==> config.mk <==
export PLATFORM = sky130hd
export DESIGN_NAME = i2csc_status_clk
export DESIGN_NICKNAME = d
export VERILOG_FILES = /design/src/hw/i2csc_scl_gen.v /design/src/hw/i2csc_status_clk.v
export VERILOG_INCLUDE_DIRS = /design/src /design/src/hw
export SDC_FILE = /design/constraint.sdc
export NUM_CORES = 1
export LEC_CHECK = 0
export ABC_AREA = 0
export BUFFER_PORTS_ARGS = -buffer_cell sky130_fd_sc_hd__buf_4
export CAP_MARGIN = 15
export CORE_AREA = 5 5 132 134
export DETAILED_ROUTE_END_ITERATION = 12
export DIE_AREA = 0 0 137 139
export PLACE_DENSITY = 0.63
export SYNTH_ARGS = -nofsm -noshare
export SYNTH_HDL_FRONTEND = slang
export SYNTH_HIERARCHICAL = 1
export SYNTH_SLANG_ARGS = --single-unit
==> constraint.sdc <==
create_clock -name clk_sys -period 4.1 [get_ports clk_sys]
set_clock_uncertainty 0.2 [all_clocks]
set_input_delay 0.41 -clock clk_sys [delete_from_list [all_inputs] [get_ports clk_sys]]
set_output_delay 0.41 -clock clk_sys [all_outputs]
set_load 0.01 [all_outputs]
==> src/hw/i2csc_consts.vh <==
`ifndef I2CSC_CONSTS_VH
`define I2CSC_CONSTS_VH
// Register byte offsets
`define I2CSC_OFS_STATUS2 8'h18
`define I2CSC_OFS_CLKCFG 8'h1C
`define I2CSC_OFS_CTRL 8'h00
`define I2CSC_OFS_ADDR 8'h04
`define I2CSC_OFS_PEC 8'h08
// Reset values
`define I2CSC_RST_STATUS2 16'h0002
`define I2CSC_RST_CLKCFG 16'h0000
// Clock config fields
`define I2CSC_CLK_FAST 15
`define I2CSC_CLK_DUTY 14
`define I2CSC_CLK_MASK 16'hCFFF
// Control register fields
`define I2CSC_CTL_EN 0
`define I2CSC_CTL_PEC_ENABLE 1
`define I2CSC_CTL_SMBHOST 2
`define I2CSC_CTL_ARP_ENABLE 3
`define I2CSC_CTL_GENERAL_CALL_ENABLE 4
`define I2CSC_CTL_MASK 16'h001F
// Reserved-address codes (7-bit)
`define I2CSC_ADR_GCALL 7'h00
`define I2CSC_ADR_SMBDEF 7'h61
`define I2CSC_ADR_SMBHOST 7'h08
// Duty multipliers
`define I2CSC_MUL_LOW_2 5'h02
`define I2CSC_MUL_LOW_16 5'h10
`define I2CSC_MUL_HIGH_9 5'h09
`define I2CSC_MUL_ONE 5'h01
`endif

==> src/hw/i2csc_scl_gen.v <==
`timescale 1ns/10ps
`include "i2csc_consts.vh"
// *****************************
// SCL phase generator
// *****************************
module i2csc_scl_gen #(
  parameter DIV_W = 12
) (
  // Clock and reset
  input wire clk_sys,
  input wire reset_n,
  // Control
  input wire run,
  input wire fast,
  input wire duty,
  input wire [DIV_W-1:0] divider,
  // Output
  output reg scl_level,
  output reg scl_edge
);
  reg [DIV_W+4:0] cnt;
  reg [4:0] mul_low;
  reg [4:0] mul_high;
  wire [DIV_W+4:0] reload;

  // Multipliers per duty choice
  always @* begin
    if (!fast) begin
      mul_low = `I2CSC_MUL_ONE;
      mul_high = `I2CSC_MUL_ONE;
    end else if (!duty) begin
      mul_low = `I2CSC_MUL_LOW_2;
      mul_high = `I2CSC_MUL_ONE;
    end else begin
      mul_low = `I2CSC_MUL_LOW_16;
      mul_high = `I2CSC_MUL_HIGH_9;
    end
  end

  // Next phase length: scl high now means low phase next
  assign reload = (scl_level ? mul_low : mul_high) * divider;

  // Phase counter reloaded at every edge
  always @(posedge clk_sys or negedge reset_n) begin
    if (!reset_n) begin
      cnt <= {(DIV_W+5){1'b0}};
      scl_level <= 1'b1;
      scl_edge <= 1'b0;
    end else begin
      scl_edge <= 1'b0;
      if (!run) begin
        cnt <= {(DIV_W+5){1'b0}};
        scl_level <= 1'b1;
      end else if (cnt <= {{(DIV_W+4){1'b0}}, 1'b1}) begin
        cnt <= reload;
        scl_level <= ~scl_level;
        scl_edge <= 1'b1;
      end else begin
        cnt <= cnt - {{(DIV_W+4){1'b0}}, 1'b1};
      end
    end
  end
endmodule

==> src/hw/i2csc_status_clk.v <==
// Functional notes
// - PEC byte shown in status bits 15:8 when PEC enabled, else zero
// - Bit 7: zero for address one, one for two
// - Bit 6 set on host header when enabled
// - Bit 5 set on default address with ARP
// - Bit 4 set on general call when enabled
// - Address flags cleared on stop, restart, disable
// - Bit 2 follows R/W after address phase as slave, inverted R/W as master
// - Direction cleared on stop, restart, arblost, disable
// - Busy set on SDA/SCL low, cleared on stop
// - Busy tracked even when disabled
// - Bit 0 set after start sent as master
// - Master cleared on stop, arblost, disable
// - Bit 15 picks standard or fast mode
// - Bit 14 picks ratio 2 or 16/9
// - Divider bits 11:0 in clock periods
// - Equal duty: low and high one divider
// - Ratio two: low twice, high once
// - Ratio 16/9: low sixteen, high nine
// - Start-sent flag raised after master start
`timescale 1ns/10ps
`include "i2csc_consts.vh"
module i2csc_status_clk #(
  parameter DIV_W = 12
) (
  // Clock and reset
  input wire clk_sys,
  input wire reset_n,
  // Avalon-MM slave
  input wire [7:0] avs_address,
  input wire avs_read,
  input wire avs_write,
  input wire [31:0] avs_writedata,
  input wire [3:0] avs_byteenable,
  output reg [31:0] avs_readdata,
  output wire avs_waitrequest,
  // Bus pins (inputs from pads)
  input wire sda_in,
  input wire scl_in,
  // Protocol events from the byte engine
  input wire start_req,
  input wire addr_done,
  input wire [6:0] addr_rx,
  input wire addr_rw,
  input wire slave_addressed,
  input wire arb_lost,
  input wire restart_seen,
  input wire stop_seen,
  // SCL drive
  output wire scl_out,
  output wire scl_oe,
  output wire start_sent_flag
);
  // *****************************
  // Registers
  // *****************************
  reg [15:0] ctrl;
  reg [15:0] addr_cfg;
  reg [7:0] pec_value;
  reg [15:0] clk_cfg;
  reg second_addr_match;
  reg smb_host_hdr_seen;
  reg smb_default_addr_seen;
  reg general_call_seen;
  reg transmit_direction;
  reg bus_busy;
  reg master_active;
  reg start_flag;
  reg rd_ack;
  reg [1:0] sda_sync;
  reg [1:0] scl_sync;
  wire en;
  wire scl_level;
  reg [31:0] next_readdata;
  wire [15:0] next_ctrl;
  wire [15:0] next_addr_cfg;
  wire [15:0] next_clk_cfg;
  wire hit_one;
  wire hit_two;
  wire hit_gcall;
  wire hit_smb_default;
  wire hit_smb_host;
  wire set_addr_flags;
  wire clear_master;
  wire start_go;
  wire [6:0] own_address_one;
  wire [6:0] own_address_two;
  wire [15:0] status2;
  wire [15:0] wmask;
  wire wr_ctrl;
  wire wr_addr;
  wire wr_clk;
  wire wr_pec;
  wire clear_addr;

  assign en = ctrl[`I2CSC_CTL_EN];
  assign own_address_one = addr_cfg[6:0];
  assign own_address_two = addr_cfg[14:8];
  assign start_sent_flag = start_flag;

  // *****************************
  // Avalon slave
  // *****************************
  // Writes complete at once, reads take one wait cycle
  assign avs_waitrequest = avs_read & ~rd_ack;
  assign wmask = {{8{avs_byteenable[1]}}, {8{avs_byteenable[0]}}};
  assign wr_ctrl = avs_write && (avs_address == `I2CSC_OFS_CTRL);
  assign wr_addr = avs_write && (avs_address == `I2CSC_OFS_ADDR);
  assign wr_pec = avs_write && (avs_address == `I2CSC_OFS_PEC);
  // Clock config write ignored while enabled
  assign wr_clk = avs_write && (avs_address == `I2CSC_OFS_CLKCFG) && !en;

  // Status register image
  assign status2 = {(ctrl[`I2CSC_CTL_PEC_ENABLE] ? pec_value : 8'h00),
                    second_addr_match, smb_host_hdr_seen, smb_default_addr_seen,
                    general_call_seen, 1'b0, transmit_direction, bus_busy, master_active};

  // Read decode, unmapped reads as zero
  always @* begin
    next_readdata = 32'h00000000;
    case (avs_address)
      `I2CSC_OFS_STATUS2: next_readdata = {16'h0000, status2};
      `I2CSC_OFS_CLKCFG: next_readdata = {16'h0000, clk_cfg};
      `I2CSC_OFS_CTRL: next_readdata = {16'h0000, ctrl};
      `I2CSC_OFS_ADDR: next_readdata = {16'h0000, addr_cfg};
      `I2CSC_OFS_PEC: next_readdata = {24'h000000, pec_value};
      default: next_readdata = 32'h00000000;
    endcase
  end

  // Read data register: loaded once per read, held until the next one
  always @(posedge clk_sys or negedge reset_n) begin
    if (!reset_n) begin
      rd_ack <= 1'b0;
      avs_readdata <= 32'h00000000;
    end else begin
      // Acknowledge lasts one cycle, so a read held past its answer starts a new access
      rd_ack <= avs_read & ~rd_ack;
      if (avs_read && !rd_ack) begin
        avs_readdata <= next_readdata;
      end
    end
  end

  // Byte-lane merge of write data; reserved bits always stay zero
  assign next_ctrl = ((ctrl & ~wmask) | (avs_writedata[15:0] & wmask)) & `I2CSC_CTL_MASK;
  assign next_addr_cfg = ((addr_cfg & ~wmask) | (avs_writedata[15:0] & wmask)) & 16'h7F7F;
  assign next_clk_cfg = ((clk_cfg & ~wmask) | (avs_writedata[15:0] & wmask)) & `I2CSC_CLK_MASK;

  // Control register
  always @(posedge clk_sys or negedge reset_n) begin
    if (!reset_n) begin
      ctrl <= 16'h0000;
    end else if (wr_ctrl) begin
      ctrl <= next_ctrl;
    end
  end

  // Own addresses one and two
  always @(posedge clk_sys or negedge reset_n) begin
    if (!reset_n) begin
      addr_cfg <= 16'h0000;
    end else if (wr_addr) begin
      addr_cfg <= next_addr_cfg;
    end
  end

  // PEC source byte, low lane only
  always @(posedge clk_sys or negedge reset_n) begin
    if (!reset_n) begin
      pec_value <= 8'h00;
    end else if (wr_pec && avs_byteenable[0]) begin
      pec_value <= avs_writedata[7:0];
    end
  end

  // Clock config; the strobe already drops writes while enabled
  always @(posedge clk_sys or negedge reset_n) begin
    if (!reset_n) begin
      clk_cfg <= `I2CSC_RST_CLKCFG;
    end else if (wr_clk) begin
      clk_cfg <= next_clk_cfg;
    end
  end

  // *****************************
  // Pin synchronisers
  // *****************************
  // SDA synchroniser; only the second stage feeds logic
  always @(posedge clk_sys or negedge reset_n) begin
    if (!reset_n) begin
      sda_sync <= 2'b11;
    end else begin
      sda_sync <= {sda_sync[0], sda_in};
    end
  end

  // SCL synchroniser; resets to the idle-high line level
  always @(posedge clk_sys or negedge reset_n) begin
    if (!reset_n) begin
      scl_sync <= 2'b11;
    end else begin
      scl_sync <= {scl_sync[0], scl_in};
    end
  end

  // *****************************
  // Status flags
  // *****************************
  assign clear_addr = stop_seen | restart_seen | !en;

  // Busy runs regardless of enable; stop clears, low line sets
  always @(posedge clk_sys or negedge reset_n) begin
    if (!reset_n) begin
      bus_busy <= 1'b1;
    end else if (!sda_sync[1] || !scl_sync[1]) begin
      bus_busy <= 1'b1;
    end else if (stop_seen) begin
      bus_busy <= 1'b0;
    end
  end

  // Address decode against own addresses and the reserved SMBus codes
  // Address one wins when both own addresses are equal
  assign hit_one = (addr_rx == own_address_one);
  assign hit_two = (addr_rx == own_address_two) && !hit_one;
  assign hit_gcall = (addr_rx == `I2CSC_ADR_GCALL) && ctrl[`I2CSC_CTL_GENERAL_CALL_ENABLE];
  assign hit_smb_default = (addr_rx == `I2CSC_ADR_SMBDEF) && ctrl[`I2CSC_CTL_ARP_ENABLE];
  assign hit_smb_host = (addr_rx == `I2CSC_ADR_SMBHOST) && ctrl[`I2CSC_CTL_SMBHOST] && ctrl[`I2CSC_CTL_ARP_ENABLE];
  // Flags only follow an address taken as slave
  assign set_addr_flags = addr_done && slave_addressed && !master_active;

  // Second-address match flag
  always @(posedge clk_sys or negedge reset_n) begin
    if (!reset_n) begin
      second_addr_match <= 1'b0;
    end else if (clear_addr) begin
      second_addr_match <= 1'b0;
    end else if (set_addr_flags) begin
      second_addr_match <= hit_two;
    end
  end

  // SMBus host header flag
  always @(posedge clk_sys or negedge reset_n) begin
    if (!reset_n) begin
      smb_host_hdr_seen <= 1'b0;
    end else if (clear_addr) begin
      smb_host_hdr_seen <= 1'b0;
    end else if (set_addr_flags) begin
      smb_host_hdr_seen <= hit_smb_host;
    end
  end

  // SMBus default address flag
  always @(posedge clk_sys or negedge reset_n) begin
    if (!reset_n) begin
      smb_default_addr_seen <= 1'b0;
    end else if (clear_addr) begin
      smb_default_addr_seen <= 1'b0;
    end else if (set_addr_flags) begin
      smb_default_addr_seen <= hit_smb_default;
    end
  end

  // General call flag
  always @(posedge clk_sys or negedge reset_n) begin
    if (!reset_n) begin
      general_call_seen <= 1'b0;
    end else if (clear_addr) begin
      general_call_seen <= 1'b0;
    end else if (set_addr_flags) begin
      general_call_seen <= hit_gcall;
    end
  end

  // Direction bit
  always @(posedge clk_sys or negedge reset_n) begin
    if (!reset_n) begin
      transmit_direction <= 1'b0;
    end else if (stop_seen || restart_seen || arb_lost || !en) begin
      transmit_direction <= 1'b0;
    end else if (addr_done) begin
      // Master writes when R/W is 0; slave transmits when R/W is 1
      transmit_direction <= master_active ? ~addr_rw : addr_rw;
    end
  end

  // Master role ends on stop, lost arbitration or disable
  assign clear_master = !en || arb_lost || stop_seen;
  // A start only goes out on an idle bus
  assign start_go = start_req && !bus_busy;

  // Start-sent flag: raised when a start goes out, dropped after the address
  always @(posedge clk_sys or negedge reset_n) begin
    if (!reset_n) begin
      start_flag <= 1'b0;
    end else if (clear_master) begin
      start_flag <= 1'b0;
    end else if (start_go) begin
      start_flag <= 1'b1;
    end else if (addr_done) begin
      start_flag <= 1'b0;
    end
  end

  // Master role follows the start-sent flag one cycle later
  always @(posedge clk_sys or negedge reset_n) begin
    if (!reset_n) begin
      master_active <= 1'b0;
    end else if (clear_master) begin
      master_active <= 1'b0;
    end else if (start_flag) begin
      master_active <= 1'b1;
    end
  end

  // *****************************
  // SCL generation
  // *****************************
  i2csc_scl_gen #(
    .DIV_W(DIV_W)
  ) u_scl (
    .clk_sys(clk_sys),
    .reset_n(reset_n),
    .run(en && master_active),
    .fast(clk_cfg[`I2CSC_CLK_FAST]),
    .duty(clk_cfg[`I2CSC_CLK_DUTY]),
    .divider(clk_cfg[DIV_W-1:0]),
    .scl_level(scl_level),
    .scl_edge()
  );

  // Open drain: drive only the low phase
  assign scl_out = 1'b0;
  assign scl_oe = en && master_active && !scl_level;
endmodule

==> results of run 1 <==
[routing by layer]
layer  vias to the layer above  wire, microns  GRT usage, %
met5                         -              0             0
met4                         0            376          5.09
met3                        30            747          3.08
li1                       2308              -             -
met1                      2365           6780          22.4
met2                       148           7810          28.4
[what timing repair did]
item                       4_1_cts  5_1_grt
setup buffers                    1        3
setup endpoints to repair        9        9
hold endpoints to repair         2       40
resized for setup                7       21
cloned                           0        0
hold buffers                     2        1
pin swaps                       11       17
[power by group]
part	switching (mW)	total, mW	leakage (nW)	internal [mW]
clock	0.356	0.893	0.157	0.538
combinational	0.100	0.181	2.35	0.0803
sequential	0.0183	0.907	1.20	0.889
total	0.474	1.98	3.70	1.51
[worst paths after layout]
| check | start | end | slack (ns) |
|---|---|---|---|
| worst min register to register | sda_sync[0] | sda_sync[1] | 0.16 |
| worst max-delay path | u_scl/scl_level | u_scl/cnt[16] | 0.02 |
| min in group asynchronous | reset_n | start_sent_flag | 0.42 |
| max in group asynchronous | reset_n | bus_busy | 2.60 |
| worst max register to register | u_scl/scl_level | u_scl/cnt[16] | 0.02 |
| worst min-delay path | restart_seen | transmit_direction | 0.03 |
[worst reg2reg max path: cells and delay by family (launching register included)]
family	cells	cell delay, ns
adders and majority gates	4	1.43
AOI/OAI and AO/OA	5	0.98
and+or+nand+nor	3	0.71
DFF	1	0.56
buffers and inverters	2	0.10
[area by class of cell]
type                       count  area [sq um]
fill                        1486          8610
multi-input combinational    468          3870
sequential                    88          2210
timing repair buffer          93           722
tap                          220           275
clock buffer                  10           229
inverter                      44           165
clock inverter                 6          91.3
[through the flow]
step | cell area, sq um | std cells | power, mW | setup slack (ns)
floorplan | 6330 | 639 | 1.00 | 0.0297
global placement | 7000 | 905 | 1.09 | -0.115
detailed placement | 7000 | 905 | 1.10 | -0.188
CTS | 7390 | 924 | 2.00 | 0.00239
global route | 7570 | 929 | 2.05 | -0.0788
finish | 7570 | 929 | 1.98 | 0.0197
==> results.sh, run 1 <==
export IMPL_syn2layout_area_growth_pct=21.4
export IMPL_grt_setup_unrepaired="true"
export IMPL_cpMaxStageDelayCell="dfstp_2"
export IMPL_hp_class="input pin to register"
export IMPL_initial_utilization_pct=38.5
export IMPL_clock_fmax_ghz=0.245
export IMPL_cp_arrival_ns=4.13
export IMPL_n_antenna_cell=0
export IMPL_hold_viol=0
export IMPL_gp_congestion=0.872
export IMPL_fp_dieH_microns=139
export IMPL_final_common_cell="buf_4"
export IMPL_min_path_cells=2
export IMPL_maxSlewViolCount=0
export IMPL_grt_ovfl_total=0
export IMPL_path_clk_slew_ns=0.07
export IMPL_clock_sinks=88
export IMPL_period_share_pct=99.5
export IMPL_place_hpwl_mm=12.1
export IMPL_nets=823
export IMPL_grt_max_degree=89
export IMPL_status="finished, final reports clean"
export IMPL_drive_above_1_share_pct=29.2
export IMPL_track_usage_pct=17.0
export IMPL_peakVddDrop_v=0.000253
export IMPL_worstPathRequired_ns=4.15
export IMPL_netlist_area_sq_um=6230
export IMPL_syn_instance_count=623
export IMPL_first_iter_violations=260
export IMPL_path_depth=14
export IMPL_criticalPathCategory="register to register"
export IMPL_fin_hold_ws_ns=0.0294
export IMPL_setup_tns_ns=0
export IMPL_setup_violations_final=0
export IMPL_cts_buffer_depth=2
export IMPL_ant_nets=0
export IMPL_wl_per_cell_microns=16.9
export IMPL_rows=47
export IMPL_max_slew_margin_pct=50.0
export IMPL_leakagePower_nw=3.70
export IMPL_fin_util_pct=46.8
export IMPL_drv_cap=0
export IMPL_grt_pass1_wl_mm=26.1
export IMPL_path_buf_inv=2
export IMPL_h_tree_depth=3
export IMPL_totalWireLength_mm=15.7
export IMPL_clock_latency_ns=0.35
export IMPL_worstSetupStartpointType="register"
export IMPL_final_cell_mix="buf_4 (88), dfrtp_1 (82), nand2_1 (52), mux2_2 (45), inv_1 (39)"
export IMPL_syn_area_per_cell_sq_um=10.0
export IMPL_cp_max_fo=8
export IMPL_tritoncts="yes"
export IMPL_drc=0
export IMPL_worst_pin_slew_ns=0.750
export IMPL_cp_end_kind="register"
export IMPL_grt_pass1_vias=5041
export IMPL_die_area_sq_um=19000
export IMPL_antenna_found_initial=0
export IMPL_ios=100
export IMPL_crit_chain="and2_4, and3_4, ha_4, fa_1, inv_1, fa_1, inv_2, ha_4, a21o_1, a21oi_2, a21oi_2, o311a_1, or3_1, a31oi_1"
export IMPL_first_pass_iters=5
export IMPL_reg2reg_depth=14
export IMPL_port_buffers=64
export IMPL_cts_root_buf="clkbuf_16"
export IMPL_viasPerCell=5.22
export IMPL_cpPeakStageDelay_ns=0.56
export IMPL_power_density_nw_per_um2=262
export IMPL_crit_family="adder cells"
export IMPL_core_sq_um=16200
export IMPL_yosys_warnings=6
export IMPL_vias=4851
export IMPL_die_w_microns=137
export IMPL_cts_buffers=9
export IMPL_fin_crit_ns=4.08
Power figures use the tool's default switching activity.
==> inputs of run 2 (changes only) <==
- GPL_TIMING_DRIVEN: default -> 0
==> results.sh, run 2 (synthesized netlist as in run 1, its figures left out) <==
export IMPL_clock_sinks=88
export IMPL_placed_cell_area_sq_um=7080
export IMPL_drc=0
export IMPL_viasPerCell=5.12
export IMPL_rows=47
export IMPL_fp_dieH_microns=139
export IMPL_cts_buffers=9
export IMPL_final_cell_mix="buf_4 (96), dfrtp_1 (80), nand2_1 (51), mux2_2 (45), inv_1 (38)"
export IMPL_worstPathRequired_ns=4.12
export IMPL_tritoncts="yes"
export IMPL_peakVddDrop_v=0.000156
export IMPL_grt_pass1_vias=5137
export IMPL_h_tree_depth=3
export IMPL_clock_fmax_ghz=0.245
export IMPL_grt_ovfl_total=0
export IMPL_wl_per_cell_microns=16.7
export IMPL_cp_max_fo=7
export IMPL_ios=100
export IMPL_leakagePower_nw=3.80
export IMPL_reg2reg_from="u_scl/scl_level"
export IMPL_fin_cells=954
export IMPL_grt_pass1_wl_mm=26.2
export IMPL_die_area_sq_um=19000
export IMPL_totalWireLength_mm=15.9
export IMPL_grt_setup_unrepaired="true"
export IMPL_maxSlewViolCount=0
export IMPL_layout_setup_ws_ns=0.0267
export IMPL_first_iter_violations=296
export IMPL_setup_violations_final=0
export IMPL_cp_end_kind="register"
export IMPL_total_power_mw=1.97
export IMPL_dpl_cell_count=923
export IMPL_syn2layout_area_growth_pct=24.0
export IMPL_grt_max_degree=89
export IMPL_clock_latency_ns=0.35
export IMPL_vias=4889
export IMPL_port_buffers=64
export IMPL_reg2reg_to="u_scl/cnt[13]"
export IMPL_fin_hold_ws_ns=0.0325
export IMPL_period_share_pct=99.3
export IMPL_place_hpwl_mm=12.3
export IMPL_track_usage_pct=17.2
export IMPL_criticalPathCategory="register to register"
export IMPL_n_antenna_cell=0
export IMPL_max_slew_margin_pct=57.3
export IMPL_die_w_microns=137
export IMPL_cts_buffer_depth=2
export IMPL_endpoint="u_scl/cnt[13]"
export IMPL_ant_nets=0
export IMPL_initial_utilization_pct=38.5
export IMPL_dp_slack_ns=-0.387
export IMPL_reg2reg_slack_ns=0.03
export IMPL_crit_start="u_scl/scl_level"
export IMPL_final_common_cell="buf_4"
export IMPL_cp_arrival_ns=4.10
export IMPL_worstSetupStartpointType="register"
export IMPL_fin_area_sq_um=7730
export IMPL_drive_above_1_share_pct=31.3
export IMPL_hp_class="input pin to register"
export IMPL_gp_congestion=0.892
export IMPL_core_sq_um=16200
export IMPL_hold_viol=0
export IMPL_cts_root_buf="clkbuf_16"
export IMPL_setup_tns_ns=0
export IMPL_path_clk_slew_ns=0.07
export IMPL_antenna_found_initial=0
export IMPL_worst_pin_slew_ns=0.641
export IMPL_fin_crit_ns=4.07
export IMPL_fin_util_pct=47.8
export IMPL_first_pass_iters=5
export IMPL_reg2reg_depth=15
export IMPL_drv_cap=0
export IMPL_status="finished, final reports clean"
export IMPL_nets=848
export IMPL_power_density_nw_per_um2=254
## run 2: cell count changes in the layout (fill, tap and decap cells not counted), sizes merged
cell	before	now
inv	44	46
clkinv	4	2
buf	90	104
clkbuf	10	21
clkinvlp	0	1
bufinv	2	1
## run 2: final cells by class
| cell class | count | area, sq um |
|---|---|---|
| fillers | 1509 | 8440 |
| multi-input cells | 468 | 3890 |
| flip-flops and latches | 88 | 2210 |
| repair buffers | 80 | 628 |
| well taps | 220 | 275 |
| plain buffers | 38 | 253 |
| clock buffers | 10 | 229 |
| inverters | 44 | 165 |
| clock inverters | 6 | 75.1 |
## run 2: timing repair
item	4_1_cts	5_1_grt
gates resized for setup	14	29
hold endpoints to repair	2	19
setup endpoints to repair	10	9
pin swaps	8	16
hold buffers	2	1
buffers inserted	6	6
## run 2: worst min-delay path by stage
stage            startpoint                    endpoint  slack, ns  cells past startpoint
2_1_floorplan       reset_n  asynchronous set/reset pin      -0.09                      0
3_3_place_gp    sda_sync[0]                 sda_sync[1]       0.15                      0
3_5_place_dp    scl_sync[0]                 scl_sync[1]       0.15                      0
4_1_cts        restart_seen          transmit_direction       0.02                      2
5_1_grt        restart_seen          transmit_direction       0.03                      2
6_report       restart_seen          transmit_direction       0.03                      2
## run 2: critical path, cell delays in order (launching register included)
cell and delay [ns]:
dfstp_2 0.58, and2_4 0.17, buf_8 0.11, and3_4 0.19, ha_4 0.20, fa_1 0.52, inv_1 0.05, fa_1 0.49
inv_2 0.05, ha_4 0.20, a21o_1 0.21, a31o_1 0.23, o211ai_1 0.32, a211oi_2 0.14, o31ai_1 0.21, a311oi_1 0.07
## run 2: layer usage
metal	vias to the layer above	share of wire, %	track usage [%]
met2	130	50	28.1
met5	-	0	0
met1	2367	43	22.7
met4	0	2.3	6.25
li1	2365	-	-
met3	27	4.6	3.23
## run 2: where the power goes
part	internal (mW)	switching (mW)	total, mW	leakage (nW)
Combinational	0.0926	0.103	0.195	2.46
Sequential	0.888	0.0191	0.908	1.19
Clock	0.483	0.380	0.863	0.146
Total	1.46	0.502	1.97	3.80
